### src/pkg/msp_params.svh
// constants for the master strobe and interrupt pin block
// assumes a 20 MHz reference clock
`ifndef MSP_PARAMS_SVH
`define MSP_PARAMS_SVH
`define MSP_STYLE_ALT 1'h1
`define MSP_IRQ_W 16
`define MSP_CLK_MHZ 20
`define MSP_STROBE_SETUP_NS 50
`define MSP_SETUP_CYC (((`MSP_STROBE_SETUP_NS * `MSP_CLK_MHZ) + 999) / 1000)
`define MSP_WAIT_CNT_W 8
`define MSP_DIR_RST 1'h1
`define MSP_PINS_RST 4'hA
`define MSP_IRQ_RST 2'h2
`endif

### src/pkg/msp_pkg.sv
// types for the master strobe and interrupt pin block
// shared by the pin driver and its interrupt combiner
`include "msp_params.svh"
package msp_pkg;
	typedef enum logic [1:0] {
		MSP_IDLE = 2'b00,
		MSP_SETUP = 2'b01,
		MSP_STROBE = 2'b10,
		MSP_END = 2'b11
	} msp_state_type;

	// one memory transfer request from the dma engine
	typedef struct packed {
		logic start;
		logic read;
	} msp_req_type;

	// pin group: strobe, direction and their enables
	typedef struct packed {
		logic cycle_strobe_n;
		logic cycle_strobe_oe;
		logic mem_read_not_write;
		logic mem_read_not_write_oe;
	} msp_pins_type;

	typedef struct packed {
		msp_state_type st;
		logic dir;
		logic [`MSP_WAIT_CNT_W-1:0] cnt;
		msp_pins_type pins;
		logic style_meta;
		logic style_sync;
		logic done;
	} msp_ctl_type;

	typedef struct packed {
		logic irq_n;
		logic irq_oe;
	} msp_irq_type;
endpackage

### src/hdl/msp_irq.sv
// interrupt combiner: drives the open-drain interrupt request pin
// assumes status and mask come from registers on the same clock
`timescale 1ns/1ns
`include "msp_params.svh"
module msp_irq (
	input wire logic i_ref_clk,
	input wire logic i_nrst,
	input wire logic i_enable,
	input wire logic [`MSP_IRQ_W-1:0] i_status,
	input wire logic [`MSP_IRQ_W-1:0] i_mask,
	output msp_pkg::msp_irq_type o_irq
);
	import msp_pkg::*;
	msp_irq_type irq_r;
	msp_irq_type irq_nxt;
	logic pend;

	always_comb begin
		pend = |(i_status & i_mask);
		irq_nxt.irq_n = ~(pend & i_enable);
		// open drain: only ever pulls low
		irq_nxt.irq_oe = pend & i_enable;
	end

	always_ff @(posedge i_ref_clk) begin
		if (!i_nrst) begin
			irq_r <= `MSP_IRQ_RST;
		end else begin
			irq_r <= irq_nxt;
		end
	end

	assign o_irq = irq_r;

	masked_quiet_a: assert property (
		@(posedge i_ref_clk) disable iff (!i_nrst)
		((i_status & i_mask) == '0) |=> !o_irq.irq_oe)
		else $error("masked source drove interrupt");
	pend_irq_a: assert property (
		@(posedge i_ref_clk) disable iff (!i_nrst)
		(i_enable && (i_status & i_mask) != '0) |=> (o_irq.irq_oe && !o_irq.irq_n))
		else $error("pending enabled source missed");
endmodule

### src/hdl/msp_top.sv
// bus master strobe, direction and interrupt pin driver
// assumes the dma engine holds address and status stable from i_req.start
// until o_done, and that i_owned reflects granted mastership on this clock
`timescale 1ns/1ns
`include "msp_params.svh"
module msp_top (
	input wire logic i_ref_clk,
	input wire logic i_nrst,
	input wire logic i_bus_style_select,
	input wire logic i_owned,
	input wire msp_pkg::msp_req_type i_req,
	input wire logic i_term,
	input wire logic [`MSP_IRQ_W-1:0] i_status,
	input wire logic [`MSP_IRQ_W-1:0] i_mask,
	output msp_pkg::msp_pins_type o_pins,
	output logic o_busy,
	output logic o_done,
	output msp_pkg::msp_irq_type o_irq
);
	import msp_pkg::*;
	localparam logic [`MSP_WAIT_CNT_W-1:0] SETUP_CYC = `MSP_WAIT_CNT_W'(`MSP_SETUP_CYC);

	msp_ctl_type ctl_r;
	msp_ctl_type ctl_nxt;
	logic style_r;
	logic active;

	assign style_r = ctl_r.style_sync;
	assign active = (style_r == `MSP_STYLE_ALT) && i_owned;

	always_comb begin
		ctl_nxt = ctl_r;
		// strap pin is asynchronous: only the second flop is ever read
		ctl_nxt.style_meta = i_bus_style_select;
		ctl_nxt.style_sync = ctl_r.style_meta;
		ctl_nxt.done = 1'h0;
		case (ctl_r.st)
			MSP_IDLE: begin
				if (active && i_req.start) begin
					ctl_nxt.dir = i_req.read;
					ctl_nxt.cnt = SETUP_CYC;
					ctl_nxt.st = MSP_SETUP;
				end
			end
			MSP_SETUP: begin
				// address settles before the falling edge
				if (ctl_r.cnt > 8'h01) begin
					ctl_nxt.cnt = ctl_r.cnt - 8'h01;
				end else begin
					ctl_nxt.st = MSP_STROBE;
				end
			end
			MSP_STROBE: begin
				if (i_term) begin
					ctl_nxt.st = MSP_END;
				end
			end
			MSP_END: begin
				ctl_nxt.done = 1'h1;
				ctl_nxt.st = MSP_IDLE;
			end
			default: begin
				ctl_nxt.st = MSP_IDLE;
			end
		endcase
		// losing the bus aborts the cycle rather than hang it
		if (!active) begin
			ctl_nxt.st = MSP_IDLE;
		end
		ctl_nxt.pins.cycle_strobe_n = ~(ctl_nxt.st == MSP_STROBE);
		ctl_nxt.pins.cycle_strobe_oe = active;
		ctl_nxt.pins.mem_read_not_write = ctl_nxt.dir;
		ctl_nxt.pins.mem_read_not_write_oe = active;
	end

	always_ff @(posedge i_ref_clk) begin
		if (!i_nrst) begin
			ctl_r <= '{st: MSP_IDLE, dir: `MSP_DIR_RST, cnt: 8'h00, pins: `MSP_PINS_RST,
				style_meta: 1'h0, style_sync: 1'h0, done: 1'h0};
		end else begin
			ctl_r <= ctl_nxt;
		end
	end

	assign o_pins = ctl_r.pins;
	assign o_busy = (ctl_r.st != MSP_IDLE);
	assign o_done = ctl_r.done;

	msp_irq u_irq (
		.i_ref_clk(i_ref_clk),
		.i_nrst(i_nrst),
		.i_enable(style_r == `MSP_STYLE_ALT),
		.i_status(i_status),
		.i_mask(i_mask),
		.o_irq(o_irq)
	);

	strobe_after_setup_a: assert property (
		@(posedge i_ref_clk) disable iff (!i_nrst)
		$fell(o_pins.cycle_strobe_n)
		|-> $past(ctl_r.st) == MSP_SETUP)
		else $error("strobe fell without setup");

	strobe_rise_end_a: assert property (
		@(posedge i_ref_clk) disable iff (!i_nrst)
		(ctl_r.st == MSP_STROBE && i_term && active)
		|=> (o_pins.cycle_strobe_n ##1 o_done))
		else $error("strobe did not end cycle");

	dir_owned_a: assert property (
		@(posedge i_ref_clk) disable iff (!i_nrst)
		o_pins.mem_read_not_write_oe
		|-> $past(active))
		else $error("direction driven without bus");

	dir_value_a: assert property (
		@(posedge i_ref_clk) disable iff (!i_nrst)
		(ctl_r.st == MSP_IDLE && active && i_req.start)
		|=> o_pins.mem_read_not_write == $past(i_req.read))
		else $error("direction wrong for transfer");

	pins_release_a: assert property (
		@(posedge i_ref_clk) disable iff (!i_nrst)
		!active
		|=> (!o_pins.cycle_strobe_oe && !o_pins.mem_read_not_write_oe))
		else $error("pins not released");

	style_gate_a: assert property (
		@(posedge i_ref_clk) disable iff (!i_nrst)
		(style_r != `MSP_STYLE_ALT)
		|=> (!o_pins.cycle_strobe_oe && !o_irq.irq_oe))
		else $error("pins active in other bus style");

	setup_high_a: assert property (
		@(posedge i_ref_clk) disable iff (!i_nrst)
		(ctl_r.st == MSP_SETUP)
		|-> o_pins.cycle_strobe_n)
		else $error("strobe low during address setup");

	setup_to_low_a: assert property (
		@(posedge i_ref_clk) disable iff (!i_nrst)
		(ctl_r.st == MSP_SETUP && ctl_r.cnt <= 8'h01 && active)
		|=> !o_pins.cycle_strobe_n)
		else $error("strobe did not fall after setup");

	take_to_setup_a: assert property (
		@(posedge i_ref_clk) disable iff (!i_nrst)
		(ctl_r.st == MSP_IDLE && active && i_req.start)
		|=> (ctl_r.st == MSP_SETUP && o_pins.cycle_strobe_n))
		else $error("strobe fell before address setup");

	strobe_hold_a: assert property (
		@(posedge i_ref_clk) disable iff (!i_nrst)
		(!o_pins.cycle_strobe_n && !i_term && active)
		|=> !o_pins.cycle_strobe_n)
		else $error("strobe rose without termination");

	end_high_a: assert property (
		@(posedge i_ref_clk) disable iff (!i_nrst)
		(ctl_r.st == MSP_END)
		|-> o_pins.cycle_strobe_n)
		else $error("strobe low at cycle end");

	done_once_a: assert property (
		@(posedge i_ref_clk) disable iff (!i_nrst)
		o_done
		|=> !o_done)
		else $error("done longer than one cycle");

	done_from_end_a: assert property (
		@(posedge i_ref_clk) disable iff (!i_nrst)
		o_done
		|-> $past(ctl_r.st) == MSP_END)
		else $error("done without a finished cycle");

	dir_stable_a: assert property (
		@(posedge i_ref_clk) disable iff (!i_nrst)
		(ctl_r.st != MSP_IDLE)
		|=> $stable(o_pins.mem_read_not_write))
		else $error("direction changed inside a cycle");

	dir_oe_pair_a: assert property (
		@(posedge i_ref_clk) disable iff (!i_nrst)
		o_pins.mem_read_not_write_oe
		== o_pins.cycle_strobe_oe)
		else $error("direction and strobe enables differ");

	strobe_drive_a: assert property (
		@(posedge i_ref_clk) disable iff (!i_nrst)
		!o_pins.cycle_strobe_n
		|-> o_pins.cycle_strobe_oe)
		else $error("strobe low while released");

	busy_drive_a: assert property (
		@(posedge i_ref_clk) disable iff (!i_nrst)
		o_busy
		|-> o_pins.cycle_strobe_oe)
		else $error("cycle running without the bus");

	abort_clean_a: assert property (
		@(posedge i_ref_clk) disable iff (!i_nrst)
		(!active && ctl_r.st == MSP_STROBE)
		|=> (o_pins.cycle_strobe_n && !o_busy && !o_done))
		else $error("lost bus did not abort cleanly");

	style_dir_a: assert property (
		@(posedge i_ref_clk) disable iff (!i_nrst)
		(style_r != `MSP_STYLE_ALT)
		|=> !o_pins.mem_read_not_write_oe)
		else $error("direction driven in other bus style");

	style_irq_a: assert property (
		@(posedge i_ref_clk) disable iff (!i_nrst)
		(style_r != `MSP_STYLE_ALT)
		|=> o_irq.irq_n)
		else $error("interrupt active in other bus style");

	reset_quiet_a: assert property (
		@(posedge i_ref_clk)
		!i_nrst
		|=> (!o_pins.cycle_strobe_oe && !o_pins.mem_read_not_write_oe && !o_busy && !o_done))
		else $error("pins driven out of reset");

	irq_pending_a: assert property (
		@(posedge i_ref_clk) disable iff (!i_nrst)
		(style_r == `MSP_STYLE_ALT && (i_status & i_mask) != '0)
		|=> !o_irq.irq_n)
		else $error("enabled pending source not signalled");

	irq_masked_a: assert property (
		@(posedge i_ref_clk) disable iff (!i_nrst)
		((i_status & i_mask) == '0)
		|=> o_irq.irq_n)
		else $error("interrupt active with all sources masked");
endmodule

### config.mk
export PLATFORM = sky130hd
export DESIGN_NAME = msp_top
export DESIGN_NICKNAME = d
export VERILOG_FILES = /design/src/pkg/msp_pkg.sv /design/src/hdl/msp_irq.sv /design/src/hdl/msp_top.sv
export VERILOG_INCLUDE_DIRS = /design/src /design/src/pkg
export SDC_FILE = /design/constraint.sdc
export NUM_CORES = 1
export LEC_CHECK = 0
export ABC_AREA = 1
export BUFFER_PORTS_ARGS = -buffer_cell sky130_fd_sc_hd__buf_2
export CAP_MARGIN = 10
export CORE_MARGIN = 2
export CORE_UTILIZATION = 39
export CTS_BUF_LIST = sky130_fd_sc_hd__clkbuf_4
export DETAILED_ROUTE_END_ITERATION = 16
export PLACE_DENSITY = 0.69
export SYNTH_ARGS = -nofsm -noshare
export SYNTH_HDL_FRONTEND = slang
export SYNTH_HIERARCHICAL = 1
export SYNTH_SLANG_ARGS = --single-unit
### constraint.sdc
create_clock -name i_ref_clk -period 3.7 [get_ports i_ref_clk]
set_clock_uncertainty 0.1 [all_clocks]
set_input_delay 0.555 -clock i_ref_clk [delete_from_list [all_inputs] [get_ports i_ref_clk]]
set_output_delay 0.555 -clock i_ref_clk [all_outputs]
set_load 0.01 [all_outputs]
; After elaboration in Yosys (flattened, before gate mapping)
; Cells that the tools add are included.
[word_totals]
out_inout_bits = 8
reg_bits = 18
[classes]
add_sub_neg = 1
n_bitwise = 4
n_reduce_logical = 8
eq_ne = 6
magnitude_cmp = 1
n_mux = 9
[ops]
columns = cell, count
row1 = 16-bit AND, 1
row2 = 8-bit one-hot mux with 2 select lines, 1
row3 = 16-bit OR reduction, 1
row4 = 11-bit two-way mux, 1
row5 = "8-bit by 1-bit greater-than comparator with 1-bit output, second input constant", 1
row6 = 8-bit two-way mux, 1
row7 = 2-bit one-hot mux with 4 select lines, 1
row8 = "8-bit by 1-bit subtractor with 8-bit output, second input constant", 1
row9 = "2-bit equality test, second input constant", 3
row10 = 2-bit two-way mux, 3
row11 = "2-bit inequality test, second input constant", 2
row12 = 2-bit nonzero test, 2
row13 = 3-bit AND reduction, 1
row14 = "2-bit by 1-bit equality test with 1-bit output, second input constant", 1
row15 = 1-bit logical AND, 2
row16 = 2-bit logical NOT, 1
row17 = 1-bit two-way mux, 2
row18 = 1-bit inverter, 2
row19 = 2-bit AND reduction, 1
row20 = 1-bit AND, 1

; Depth between registers and ports, before layout
; Gate-level depths: netlist of the first run.
[depth]
word_depth = 7
mapped_depth = 11

; Modules after synthesis
; Netlist of the first run, hierarchy kept.
[by_module_without_submodules]
columns = module, area_per_inst_um2, seq_area_each_um2, cells_each, instances
row1 = msp_top, 849.6, 320.3, 130, 1
row2 = msp_irq, 171.4, 40.0, 36, 1

; Least setup slack after synthesis of the first run
; OpenSTA, ideal clock, no wires.
[synth_timing]
kind = register to register
start = register ctl_r[7] (netlist bit)
end = register ctl_r[14] (netlist bit)
setup_slack_ns = 2.154
stages_incl_launch_ff = 12
arrival_time_ns = 1.327
path_buffers = 1
period_less_slack_ns = 1.546
cell_sequence = dfxtp_1 > inv_1 > ha_1 > nor2_1 > nor2_1 > nand2_1 > nand2_1 > nand2_1 > buf_6 > nor2_1 > nor2_1 > nor2_1
[synth_between]
elab_chain_len = 3
elab_cells_between_ends = 6
[synth_lines]
columns = element, line
row1 = from (decl), msp_top.sv:23  ; msp_ctl_type ctl_r;
row2 = from (signal assigned), msp_top.sv:78  ; ctl_r <= '{st: MSP_IDLE, dir: `MSP_DIR_RST, cnt: 8'h00, pins: `MSP_PINS_RST,
row3 = from (signal assigned), msp_top.sv:81  ; ctl_r <= ctl_nxt;
row4 = 8-bit by 1-bit subtractor with 8-bit output or 8-bit by 1-bit greater-than comparator with 1-bit output (tied branches), "msp_top.sv:48, msp_top.sv:47"
row5 = 8-bit two-way mux or 2-bit inequality test (tied branches), n/a
row6 = 8-bit one-hot mux with 2 select lines or 3-bit AND reduction (tied branches), n/a
; Several ways; a longest one is shown, not always the timed one. The select of a mux whose other input is x is not followed.
; A chain may end at the register's enable or synchronous reset.

; Worst setup path in the final report of the first run
; Same ends and word-level chain as after synthesis.

==> reports/qor_table.md, run 1 <==
| Group | Item | Reported |
| --- | --- | --- |
| outcome | Status | finished clean |
| worst setup path | Worst Setup Start Kind | flop |
| floorplanning | Core ar. | 2480 sq um |
| final layout | Fraction of layout cells with a size suffix above 1 | 26.5% |
| grt | Total global-route track usage | 16.9% |
| run | Number of maximum-capacitance constraint violations | 0 |
| timing | Final Hold Fails | 0 |
| logic synthesis | Simple-gate share of the synthesized area | 42.5% |
| logic synthesis | Adder and majority gate portion of the synthesized area | 2.45% |
| place | Port-buffer cells | 46 |
| worst setup path | Setup CP Type | flop to flop |
| min path | Class of the most critical hold timing path | flop to flop |
| floorplanning | Rows | 18 |
| timing | Period utilisation layout | 48.5% |
| clock network | TritonCTS Buffers | 3 |
| logic synthesis | Synthesized net count | 207 |
| final layout | Number of nets at the end of the flow | 253 |
| clock network | Sinks on Clock Net | 18 |
| clock network | H-tree levels | 1 |
| timing | Maximum clock rate | 557 MHz |
| timing | Post-Route Setup TNS | 0 ps |
| final layout | Design Area, Final | 1270 sq um |
| worst setup path | Delay of the slowest cell on the worst path | 390 ps |
| worst setup path | Sort of element at the end of the critical path | flop |
| routing | Number of DRC violations after detailed routing | 0 |
| logic synthesis | Yosys synthesis warning count | 6 |
| power | Leakage | 0.718 nW |
| logic synthesis | Post-Synthesis Cells | 166 |
| timing | Pins Over Slew Limit | 0 |
| grt | Total congestion overflow | 0 |
| routing | Average routed wire per standard cell | 8.90 um |
| grt | Number of global-route vias before repair | 914 |
| logic synthesis | Distinct cell type count of the synthesized netlist | 20 |
| worst setup path | Critical path's slowest cell | sky130_fd_sc_hd__dfxtp_1 |
| routing | Via total after detailed routing | 1033 |
| timing | Post-layout min period | 1790 ps |
| grt | Number of antenna violations at the first check in global routing | 0 |
| logic synthesis | Netlist area before placement | 1020 sq um |
| worst setup path | Cell-by-cell trace of the critical path | inv_1 > ha_1 > nor2_1 > nor2_1 > nand2_1 > nand2_1 > nand2_1 > nor2_1 > nor2_1 > nor2_1 |
| clock network | Clock tree root buffer cell | sky130_fd_sc_hd__clkbuf_4 |
| clock network | Reg clk slew, reported paths | 90 ps |
| worst setup path | Dominant cell type by count on the critical path | sky130_fd_sc_hd__nor2_1 |
| routing | Detailed-route vias per instance | 4.29 |
| final layout | Area Growth Syn to Fin | 24.8% |
| logic synthesis | Compound-gate portion of the synthesized area | 7.48% |
| clock network | Clock tree from TritonCTS | yes |
| routing | Detailed-route wire length | 2150 um |
| logic synthesis | Mean cell area of the mapped netlist | 6.15 sq um |
| worst setup path | Bufs and invs on worst path | 1 |
| logic synthesis | Multiplexer fraction of the synthesized cell area | 0% |
| place | Half-perimeter wire length after placement | 1740 um |
| clock network | Hold buffer count at CTS | 0 |
| routing | Total iterations of the first detailed-routing run | 4 |
| timing | Final Worst Setup Slack | 1910 ps |
| logic synthesis | Parity-gate share of the synthesized area counting xor and xnor cells | 0.858% |
| routing | Routed Antenna Nets | 0 |
| worst setup path | Kind of cell adding the most delay to the critical path | simple AND/OR/NAND/NOR gates |
| floorplanning | Starting density of the core | 41.2% |
| logic synthesis | Largest family of logic cells by synthesized area | simple AND/OR/NAND/NOR gates |
| logic synthesis | Seq cells post-synth | 18 |
| clock network | Insertion delay of the later-clocked pin in the worst-skew pair | 290 ps |
| final layout | Antenna fix cells | 0 |
| routing | Number of violations reported at the end of detailed-routing iteration 0 | 17 |
| worst setup path | Biggest fanout along the worst timing path | 11 |
| floorplanning | Chip Width | 55.2 um |
| timing | Final hold slack | 319 ps |
| place | Pre-CTS setup slack | 1910 ps |
| clock network | Setup Buffers After CTS | 0 |
| power | Final Power | 0.000342 W |
| worst setup path | Data arrival time at the worst-slack endpoint | 1870 ps |
| place | Routability-driven placement congestion ratio | 0.753 |
| timing | Headroom to the max-slew limit | 75.2% |
| floorplanning | Area of the die | 3040 sq um |
| floorplanning | Height of the die | 55.2 um |
| worst setup path | Register-to-register path setup slack | 1910 ps |
| clock network | Maximum number of buffers from clock root to sink | 2 |
| worst setup path | Required time at the endpoint of the critical path | 3780 ps |
| clock network | Cells resized by post-CTS repair | 0 |
| logic synthesis | Sequential share of the synthesized area | 35.3% |
| timing | Worst-Margin Slew | 371 ps |
| place | Cell Area, Placed | 1250 sq um |
| grt | Largest net degree at the start of global routing | 12 |
| timing | Number of setup violations in the final report | 0 |
| power | Power Dens Cells | 268 nW/um^2 |
| floorplanning | I/O pin total | 47 |
| power | Peak supply drop | 0.235 mV |
| grt | Global-route wire length before repair | 3710 um |
| timing | Setup repair after global routing missed its margin | false |
==> flip-flops by register name, indices dropped and copies added (netlist names) <==
| register | count |
|---|---|
| o_pins | 3 |
| style_r | 1 |
| ctl_nxt | 1 |
| o_done | 1 |
| u_irq/o_irq | 2 |
| ctl_r | 10 |
==> Yosys cell counts <==
cell type,count,area (sq um)
sky130_fd_sc_hd__inv_1,18,67.6
sky130_fd_sc_hd__nand2_1,60,225
sky130_fd_sc_hd__buf_6,1,11.3
sky130_fd_sc_hd__nor2_1,33,124
sky130_fd_sc_hd__nor2_2,1,6.26
sky130_fd_sc_hd__xor2_1,1,8.76
sky130_fd_sc_hd__nand3_1,6,30.0
sky130_fd_sc_hd__o21bai_1,1,7.51
sky130_fd_sc_hd__nand3_2,1,10.0
sky130_fd_sc_hd__nor3_4,1,16.3
sky130_fd_sc_hd__a21oi_1,5,25.0
sky130_fd_sc_hd__nor3_1,2,10.0
sky130_fd_sc_hd__nand4_1,1,6.26
sky130_fd_sc_hd__o21ai_0,7,35.0
sky130_fd_sc_hd__nand2_2,1,6.26
sky130_fd_sc_hd__ha_1,2,25.0
sky130_fd_sc_hd__dfxtp_1,18,360
sky130_fd_sc_hd__inv_2,2,7.51
sky130_fd_sc_hd__buf_4,4,30.0
sky130_fd_sc_hd__a21oi_2,1,8.76
==> worst reg2reg max path: cells and delay by family (launching register included) <==
family                     cells  cell delay (ps)
adders and majority gates      1              270
DFF                            1              390
buffers and inverters          1               80
and+or+nand+nor                8              860
==> layout make-up <==
type                       instances  area, sq um
tap                               30         37.5
fill                             252         1200
multi-input combinational        123          544
timing repair buffer              46          230
clock inverter                     1         3.75
sequential                        18          360
inverter                          20         75.1
clock buffer                       3         22.5
==> report_power, final <==
| part | internal, W | leakage [nW] | total (W) | switching (W) |
|---|---|---|---|---|
| clock network | 0.0000392 | 0.0154 | 0.0000970 | 0.0000578 |
| logic | 0.0000241 | 0.557 | 0.0000472 | 0.0000231 |
| registers | 0.000196 | 0.146 | 0.000198 | 0.00000134 |
| total | 0.000260 | 0.718 | 0.000342 | 0.0000823 |
==> metrics by stage <==
step                utilization [%]  instances
finish                         51.4        241
global route                   51.4        241
CTS                            51.4        241
detailed placement             50.4        237
global placement               50.4        237
floorplan                         -        166
==> layer usage <==
| metal | wire length [um] | vias up | track usage, % |
|---|---|---|---|
| met5 | 0 | - | 0 |
| met4 | 16 | 0 | 2.44 |
| met3 | 133 | 2 | 5.91 |
| met2 | 1010 | 19 | 29.8 |
| met1 | 990 | 420 | 20.1 |
| li1 | - | 592 | - |
==> path summary, 6_finish.rpt <==
check / from / end / depth (start not counted)
setup / recovery: ctl_r[7] / ctl_r[14] / 10
hold / removal: ctl_nxt[1] / style_r / 2
setup reg to reg: ctl_r[7] / ctl_r[14] / 10
hold reg to reg: ctl_nxt[1] / style_r / 2
==> cell usage in the layout, fill, tap and decap left out <==
master,n
sky130_fd_sc_hd__nand2_2,1
sky130_fd_sc_hd__inv_2,2
sky130_fd_sc_hd__a21oi_1,5
sky130_fd_sc_hd__nand3_1,6
sky130_fd_sc_hd__nor3_1,2
sky130_fd_sc_hd__clkinv_1,1
sky130_fd_sc_hd__a21oi_2,1
sky130_fd_sc_hd__nand2_1,60
sky130_fd_sc_hd__nand4_1,1
sky130_fd_sc_hd__xor2_1,1
sky130_fd_sc_hd__nor2_1,33
sky130_fd_sc_hd__o21ai_0,7
sky130_fd_sc_hd__buf_2,46
sky130_fd_sc_hd__dfxtp_1,18
sky130_fd_sc_hd__nand3_2,1
sky130_fd_sc_hd__ha_1,2
sky130_fd_sc_hd__nor3_4,1
sky130_fd_sc_hd__clkbuf_4,3
sky130_fd_sc_hd__inv_1,18
sky130_fd_sc_hd__nor2_2,1
sky130_fd_sc_hd__o21bai_1,1
==> cell families after synthesis <==
kind of cell	after synthesis
flip-flops	18
AO/OA/AOI/OAI	14
AND/OR/NAND/NOR	106
adder cells (fa/ha/maj)	2
buffers and inverters	25
XOR/XNOR	1
No activity file was read; power rests on OpenSTA's default activity.
==> run 2: changes to the inputs <==
--- a/config.mk
+++ b/config.mk
@@ -13,7 +13,7 @@
 export CORE_UTILIZATION = 39
 export CTS_BUF_LIST = sky130_fd_sc_hd__clkbuf_4
 export DETAILED_ROUTE_END_ITERATION = 16
-export PLACE_DENSITY = 0.69
+export PLACE_DENSITY = 0.71
 export SYNTH_ARGS = -nofsm -noshare
 export SYNTH_HDL_FRONTEND = slang
 export SYNTH_HIERARCHICAL = 1
==> constraint.sdc (replaced) <==
create_clock -name i_ref_clk -period 1.55 [get_ports i_ref_clk]
set_clock_uncertainty 0.1 [all_clocks]
set_input_delay 0.2325 -clock i_ref_clk [delete_from_list [all_inputs] [get_ports i_ref_clk]]
set_output_delay 0.2325 -clock i_ref_clk [all_outputs]
set_load 0.01 [all_outputs]
==> run 2 against run 1 <==
Against the previous run: register-to-register slack got worse by 1800 ps; via count grew 7.3%; cell count is 4.6% higher; sequential power increased by 140%; global-route usage grew 2.5 points; maximum frequency increased by 25%; largest cell class unchanged; largest power group unchanged.
==> reports/qor_table.md, run 2 (synthesis gave the netlist of run 1 again) <==
| Group | Item | Reported | vs previous |
| --- | --- | --- | --- |
| power | Leakage | 0.788 nW | +9.6% |
| worst setup path | Delay of the slowest cell on the worst path | 340 ps | -50 ps |
| power | Peak supply drop | 0.538 mV | +130% |
| timing | Number of setup violations in the final report | 0 | unchanged |
| grt | Total global-route track usage | 19.4% | +2.5 points |
| final layout | Area Growth Syn to Fin | 39.3% |  |
| clock network | TritonCTS Buffers | 3 | unchanged |
| place | Half-perimeter wire length after placement | 1870 um | +7.6% |
| worst setup path | Register-to-Register Path Depth | 9 | -1 |
| timing | Setup repair after global routing missed its margin | true |  |
| timing | Final Worst Setup Slack | 111 ps | -1800 ps |
| worst setup path | Biggest fanout along the worst timing path | 5 | -6 |
| floorplanning | Starting density of the core | 41.2% | unchanged |
| routing | Via total after detailed routing | 1108 | +7.3% |
| place | Routability-driven placement congestion ratio | 0.828 | +10% |
| routing | Number of violations reported at the end of detailed-routing iteration 0 | 22 | +5 |
| routing | Total iterations of the first detailed-routing run | 4 | unchanged |
| worst setup path | Data arrival time at the worst-slack endpoint | 1570 ps | -300 ps |
| grt | Number of global-route vias before repair | 1048 | +15% |
| timing | Final hold slack | 10.8 ps | -308 ps |
| outcome | Status | finished clean |  |
| min path | Class of the most critical hold timing path | input port to flop |  |
| worst setup path | Launch instance of the worst register-to-register path | ctl_r[8] |  |
| worst setup path | Required time at the endpoint of the critical path | 1680 ps | -2100 ps |
| routing | Detailed-route vias per instance | 4.40 | +2.6% |
| routing | Average routed wire per standard cell | 9.40 um | +5.7% |
| floorplanning | Chip Width | 55.2 um | unchanged |
| final layout | Most frequent standard cell in the layout excluding fill and tap cells | sky130_fd_sc_hd__nand2_1 |  |
| grt | Total congestion overflow | 0 | unchanged |
| timing | Post-Route Setup TNS | 0 ps | unchanged |
| timing | Period utilisation layout | 92.8% | +44 points |
| final layout | Antenna fix cells | 0 | unchanged |
| clock network | Insertion delay of the later-clocked pin in the worst-skew pair | 300 ps | about the same |
| clock network | Clock tree root buffer cell | sky130_fd_sc_hd__clkbuf_4 |  |
| floorplanning | Core ar. | 2480 sq um | unchanged |
| clock network | Setup Buffers After CTS | 0 | unchanged |
| final layout | Fraction of layout cells with a size suffix above 1 | 35.6% | +9.0 points |
| final layout | Highest-count cells in the layout ignoring fill and taps | 57 x sky130_fd_sc_hd__nand2_1, 46 x sky130_fd_sc_hd__buf_2, 31 x sky130_fd_sc_hd__nor2_1 |  |
| grt | Number of antenna violations at the first check in global routing | 0 | unchanged |
| clock network | Maximum number of buffers from clock root to sink | 2 | unchanged |
| final layout | Number of nets at the end of the flow | 264 | +4.3% |
| power | Power Dens Cells | 586 nW/um^2 | +120% |
| routing | Routed Antenna Nets | 0 | unchanged |
| worst setup path | Dominant cell type by count on the critical path | sky130_fd_sc_hd__nor2_2 |  |
| worst setup path | Cell-by-cell trace of the critical path | inv_4 > ha_4 > nor2_2 > nor2_2 > nand2_2 > a21oi_4 > buf_6 > nand2_1 > a21oi_1 |  |
| worst setup path | Bufs and invs on worst path | 2 | +1 |
| grt | Largest net degree at the start of global routing | 12 | unchanged |
| final layout | Register bank with the most flops | ctl_r |  |
| timing | Headroom to the max-slew limit | 81.3% | +6.0 points |
| timing | Final Hold Fails | 0 | unchanged |
| worst setup path | Critical path's slowest cell | sky130_fd_sc_hd__dfxtp_2 |  |
| min path | Startpoint of the worst hold path | i_bus_style_select |  |
| floorplanning | Area of the die | 3040 sq um | unchanged |
| timing | Worst-Margin Slew | 281 ps | -90.0 ps |
| grt | Global-route wire length before repair | 4260 um | +15% |
| worst setup path | Kind of cell adding the most delay to the critical path | flip-flops |  |
| min path | Min-Delay Endpoint | ctl_nxt[1] |  |
| worst setup path | Register-to-register path setup slack | 110 ps | -1800 ps |
| floorplanning | Rows | 18 | unchanged |
| floorplanning | I/O pin total | 47 | unchanged |
| worst setup path | Setup CP Type | flop to flop |  |
| worst setup path | Sort of element at the end of the critical path | flop |  |
| clock network | Clock tree from TritonCTS | yes |  |
| min path | Depth of the worst hold-timing path | 3 | +1 |
| timing | Post-layout min period | 1440 ps | -355 ps |
| clock network | Sinks on Clock Net | 18 | unchanged |
| timing | Maximum clock rate | 695 MHz | +25% |
| routing | Number of DRC violations after detailed routing | 0 | unchanged |
| clock network | Reg clk slew, reported paths | 90 ps | about the same |
| clock network | H-tree levels | 1 | unchanged |
| worst setup path | Worst Setup Start Kind | flop |  |
| place | Pre-CTS setup slack | -104 ps | -2010 ps |
| place | Port-buffer cells | 46 | unchanged |
| worst setup path | Crit path launch | ctl_r[8] |  |
| floorplanning | Height of the die | 55.2 um | unchanged |
| routing | Detailed-route wire length | 2370 um | +10% |
| run | Number of maximum-capacitance constraint violations | 0 | unchanged |
| timing | Pins Over Slew Limit | 0 | unchanged |
| final layout | Flip-flop count of the largest register after layout | 10 | unchanged |
| worst setup path | Capture point of the worst reg-to-reg path | ctl_r[12] |  |
==> run 2: cell types whose count changed in the layout (fill, tap and decap cells not counted), moves of 3 or more <==
cell | previous run | this run
sky130_fd_sc_hd__buf_4 | 0 | 8
sky130_fd_sc_hd__inv_1 | 18 | 15
sky130_fd_sc_hd__nand2_1 | 60 | 57
sky130_fd_sc_hd__nand2_2 | 1 | 4
==> run 2: repair_timing <==
| action | CTS | global route |
|---|---|---|
| hold buffers | 0 | 0 |
| setup endpoints to repair | 9 | 10 |
| pin swaps | 0 | 7 |
| gates resized for setup | 1 | 20 |
| cloned | 0 | 1 |
==> run 2: power breakdown <==
part,switching [W],internal [W],total (W)
Combinational,0.0000609,0.0000651,0.000126
Sequential,0.00000363,0.000468,0.000471
Clock,0.000142,0.0000940,0.000236
==> run 2: worst reg2reg max path, stage by stage, from the launching register on <==
cell and delay (ps):
sky130_fd_sc_hd__dfxtp_2 340, sky130_fd_sc_hd__inv_4 80, sky130_fd_sc_hd__ha_4 140, sky130_fd_sc_hd__nor2_2 40, sky130_fd_sc_hd__nor2_2 80, sky130_fd_sc_hd__nand2_2 90
sky130_fd_sc_hd__a21oi_4 180, sky130_fd_sc_hd__buf_6 140, sky130_fd_sc_hd__nand2_1 50, sky130_fd_sc_hd__a21oi_1 140
==> run 2: metrics by stage <==
stage | instance area (sq um) | total power (W) | util (%) | cells
after floorplan | 1020 | 0.000539 | - | 166
after global placement | 1320 | 0.000600 | 53.4 | 247
after detailed placement | 1320 | 0.000602 | 53.4 | 247
after CTS | 1350 | 0.000841 | 54.5 | 251
after global routing | 1420 | 0.000891 | 57.4 | 252
final | 1420 | 0.000833 | 57.4 | 252
==> run 2: final cells by class <==
class,instances,area (sq um)
Fill cell,264,1050
Multi-Input combinational cell,124,601
Sequential cell,18,365
Timing Repair Buffer,56,313
Inverter,20,80.1
Tap cell,30,37.5
Clock buffer,3,22.5
Clock inverter,1,3.75
==> run 2: per-layer routing <==
metal / wire length [um] / GRT usage (%) / vias to the layer above
met1: 1130 / 24.1 / 455
met5: 0 / 0 / -
met3: 103 / 5.11 / 5
li1: - / - / 619
met4: 37 / 6.10 / 0
met2: 1100 / 32.7 / 29
==> run 2: worst max-delay path by stage <==
stage	end	slack [ps]	depth (start not counted)
6_report	ctl_r[12]	110	9
5_1_grt	ctl_r[14]	-20	10
4_1_cts	ctl_r[14]	1	10
3_5_place_dp	ctl_r[14]	-100	10
3_3_place_gp	ctl_r[14]	-50	10
2_1_floorplan	ctl_r[14]	4	11
==> run 3: changes to the inputs <==
--- a/config.mk
+++ b/config.mk
@@ -14,6 +14,7 @@
 export CTS_BUF_LIST = sky130_fd_sc_hd__clkbuf_4
 export DETAILED_ROUTE_END_ITERATION = 16
 export PLACE_DENSITY = 0.71
+export REMOVE_ABC_BUFFERS = 1
 export SYNTH_ARGS = -nofsm -noshare
 export SYNTH_HDL_FRONTEND = slang
 export SYNTH_HIERARCHICAL = 1
==> constraint.sdc (replaced) <==
create_clock -name i_ref_clk -period 1.2 [get_ports i_ref_clk]
set_clock_uncertainty 0.1 [all_clocks]
set_input_delay 0.18 -clock i_ref_clk [delete_from_list [all_inputs] [get_ports i_ref_clk]]
set_output_delay 0.18 -clock i_ref_clk [all_outputs]
set_load 0.01 [all_outputs]
==> run 3 against run 2 <==
Against the previous run: the flow now finishes with violations (setup timing); largest cell class unchanged; sequential share of layout area decreased by 2.3 points; cell area increased by 11%; worst hold slack worse by 4.7 ps; cell count rose by 6.0%; highest routed layer unchanged; non-clock buffer count grew 16; core utilization up 6.2 points; wire length rose by 14%.
==> reports/qor_table.md, run 3 (synthesis gave the netlist of run 1 again) <==
| Group | Item | Reported | vs previous |
| --- | --- | --- | --- |
| worst setup path | Launch instance of the worst register-to-register path | ctl_r[8] |  |
| min path | Depth of the worst hold-timing path | 3 | unchanged |
| clock network | Maximum number of buffers from clock root to sink | 2 | unchanged |
| worst setup path | Capture point of the worst reg-to-reg path | ctl_r[8] |  |
| routing | Number of DRC violations after detailed routing | 0 | unchanged |
| final layout | Number of nets at the end of the flow | 280 | +6.1% |
| routing | Via total after detailed routing | 1207 | +8.9% |
| floorplanning | Height of the die | 55.2 um | unchanged |
| timing | Pins Over Slew Limit | 0 | unchanged |
| worst setup path | Register-to-Register Path Depth | 9 | unchanged |
| outcome | Violated checks | setup timing |  |
| timing | Post-layout min period | 1500 ps | +59.4 ps |
| worst setup path | Cell-by-cell trace of the critical path | inv_4 > ha_4 > nor2_2 > nor2_1 > nand2_2 > nand2_1 > nand2_2 > o21ai_1 > nor2_1 |  |
| floorplanning | Area of the die | 3040 sq um | unchanged |
| clock network | Reg clk slew, reported paths | 100 ps | about the same |
| grt | Total congestion overflow | 0 | unchanged |
| worst setup path | Sort of element at the end of the critical path | flop |  |
| clock network | Clock tree root buffer cell | sky130_fd_sc_hd__clkbuf_4 |  |
| floorplanning | Chip Width | 55.2 um | unchanged |
| power | Switching Power | 0.000272 W | +32% |
| worst setup path | Worst Setup Start Kind | flop |  |
| worst setup path | Register-to-register path setup slack | -300 ps | -410 ps |
| power | Share of total power in sequential cells | 56.0% | -0.6 points |
| final layout | Fraction of layout cells with a size suffix above 1 | 43.0% | +7.5 points |
| grt | Total global-route track usage | 20.8% | +1.4 points |
| clock network | Sinks on Clock Net | 18 | unchanged |
| outcome | Status | complete, but fails checks |  |
| clock network | Clock tree from TritonCTS | yes |  |
| final layout | Most frequent standard cell in the layout excluding fill and tap cells | sky130_fd_sc_hd__nand2_1 |  |
| place | Port-buffer cells | 46 | unchanged |
| routing | Routed Antenna Nets | 0 | unchanged |
| routing | Total iterations of the first detailed-routing run | 4 | unchanged |
| place | Routability-driven placement congestion ratio | 0.850 | +2.6% |
| floorplanning | I/O pin total | 47 | unchanged |
| floorplanning | Rows | 18 | unchanged |
| min path | Startpoint of the worst hold path | i_req[0] |  |
| power | Internal power summed over all cells | 0.000815 W | +30% |
| timing | Final Worst Setup Slack | -299 ps | -409 ps |
| clock network | TritonCTS Buffers | 3 | unchanged |
| power | Peak supply drop | 0.518 mV | -3.7% |
| power | Fraction of power consumed by the clock network | 27.6% | -0.7 points |
| final layout | Flip-flop count of the largest register after layout | 10 | unchanged |
| grt | Global-route wire length before repair | 4620 um | +8.6% |
| final layout | Area Growth Syn to Fin | 54.3% |  |
| final layout | Core Util, Final | 63.6% | +6.2 points |
| timing | Period utilisation layout | 125% | +32 points |
| timing | Final Hold Fails | 0 | unchanged |
| final layout | Register bank with the most flops | ctl_r |  |
| timing | Number of setup violations in the final report | 13 | +13 |
| final layout | Antenna fix cells | 0 | unchanged |
| timing | Worst-Margin Slew | 258 ps | -22.9 ps |
| worst setup path | Critical path's slowest cell | sky130_fd_sc_hd__dfxtp_2 |  |
| grt | Number of global-route vias before repair | 1169 | +12% |
| min path | Min-Delay Endpoint | o_pins[1] |  |
| min path | Class of the most critical hold timing path | input port to flop |  |
| power | Fraction of power consumed by combinational cells | 16.4% | +1.3 points |
| floorplanning | Core ar. | 2480 sq um | unchanged |
| clock network | Insertion delay of the later-clocked pin in the worst-skew pair | 290 ps | about the same |
| routing | Average routed wire per standard cell | 10.1 um | +7.6% |
| timing | Maximum clock rate | 667 MHz | -4.0% |
| worst setup path | Biggest fanout along the worst timing path | 5 | unchanged |
| routing | Detailed-route vias per instance | 4.52 | +2.8% |
| routing | Number of violations reported at the end of detailed-routing iteration 0 | 15 | -32% |
| clock network | H-tree levels | 1 | unchanged |
| floorplanning | Starting density of the core | 41.2% | unchanged |
| routing | Detailed-route wire length | 2700 um | +14% |
| run | Number of maximum-capacitance constraint violations | 0 | unchanged |
| timing | Headroom to the max-slew limit | 82.7% | +1.5 points |
| grt | Largest net degree at the start of global routing | 12 | unchanged |
| power | Power Dens Cells | 690 nW/um^2 | +18% |
| place | Half-perimeter wire length after placement | 2000 um | +7.2% |
| final layout | Highest-count cells in the layout ignoring fill and taps | 57 x sky130_fd_sc_hd__nand2_1, 45 x sky130_fd_sc_hd__buf_2, 29 x sky130_fd_sc_hd__nor2_1 |  |
| worst setup path | Required time at the endpoint of the critical path | 1300 ps | -380 ps |
| worst setup path | Delay of the slowest cell on the worst path | 350 ps | about the same |
| power | Leakage | 0.859 nW | +9.1% |
| worst setup path | Setup CP Type | flop to flop |  |
| worst setup path | Data arrival time at the worst-slack endpoint | 1600 ps | +30 ps |
| grt | Number of antenna violations at the first check in global routing | 0 | unchanged |
| timing | Setup repair after global routing missed its margin | true |  |
| place | Pre-CTS setup slack | -453 ps | -349 ps |
| power | Switching portion of total power | 25.1% | +0.27 points |
## run 3: changes by cell type in the layout (fill, tap and decap cells not counted), sizes merged
cell / before / now
buf: 56 / 71
clkinv: 1 / 0
dlygate4sd3: 0 / 1
## run 3: layout make-up
| type | instances | area [sq um] |
|---|---|---|
| timing repair buffer | 72 | 445 |
| tap | 30 | 37.5 |
| inverter | 20 | 80.1 |
| clock buffer | 3 | 22.5 |
| fill | 228 | 902 |
| multi-input combinational | 124 | 622 |
| sequential | 18 | 368 |
## run 3: stage by stage
| step | std cells | hold slack, ps | TNS, ps | total power [W] | instance area [sq um] |
|---|---|---|---|---|---|
| 2_1_floorplan | 161 | 164 | -3350 | 0.000692 | 980 |
| 3_3_place_gp | 262 | 266 | -3880 | 0.000783 | 1440 |
| 3_5_place_dp | 262 | 270 | -4160 | 0.000786 | 1440 |
| 4_1_cts | 266 | 3.06 | -2370 | 0.00109 | 1540 |
| 5_1_grt | 267 | 9.15 | -3790 | 0.00114 | 1580 |
| 6_report | 267 | 6.12 | -2950 | 0.00109 | 1580 |
## run 3: routing by layer
layer  routed length (um)  GRT usage, %  vias up
met3                   52          1.88        4
met1                 1220          25.0      534
met5                    0             0        -
met2                 1400          37.5       18
met4                   34          8.54        0
li1                     -             -      651
## run 3: worst max path at each step
stage	from	endpoint
after floorplan	ctl_r[7]	ctl_r[14]
after global placement	ctl_r[7]	ctl_r[14]
after detailed placement	ctl_r[7]	ctl_r[9]
after CTS	ctl_r[7]	ctl_r[8]
after global routing	ctl_r[8]	ctl_r[8]
final	ctl_r[8]	ctl_r[8]
## run 3: power by group through the flow
stage	clock network (W)	logic (W)	registers (W)
detailed placement	0	0.000163	0.000623
global route	0.000326	0.000208	0.000610
floorplan	0	0.0000673	0.000625
global placement	0	0.000161	0.000623
finish	0.000300	0.000179	0.000609
CTS	0.000305	0.000173	0.000608
## run 3: repair_timing
action,4_1_cts,5_1_grt
buffers inserted,1,0
hold endpoints to repair,1,0
setup endpoints to repair,12,13
gates cloned,0,1
hold buffers,1,0
resized for setup,22,15
pin swaps,11,6
## run 3: worst max-delay path: cells and delay by family (launching register included)
family,cells,cell delay [ps]
AND/OR/NAND/NOR,6,590
flip-flops,1,350
adder cells (fa/ha/maj),1,140
AO/OA/AOI/OAI,1,140
buffers and inverters,1,80
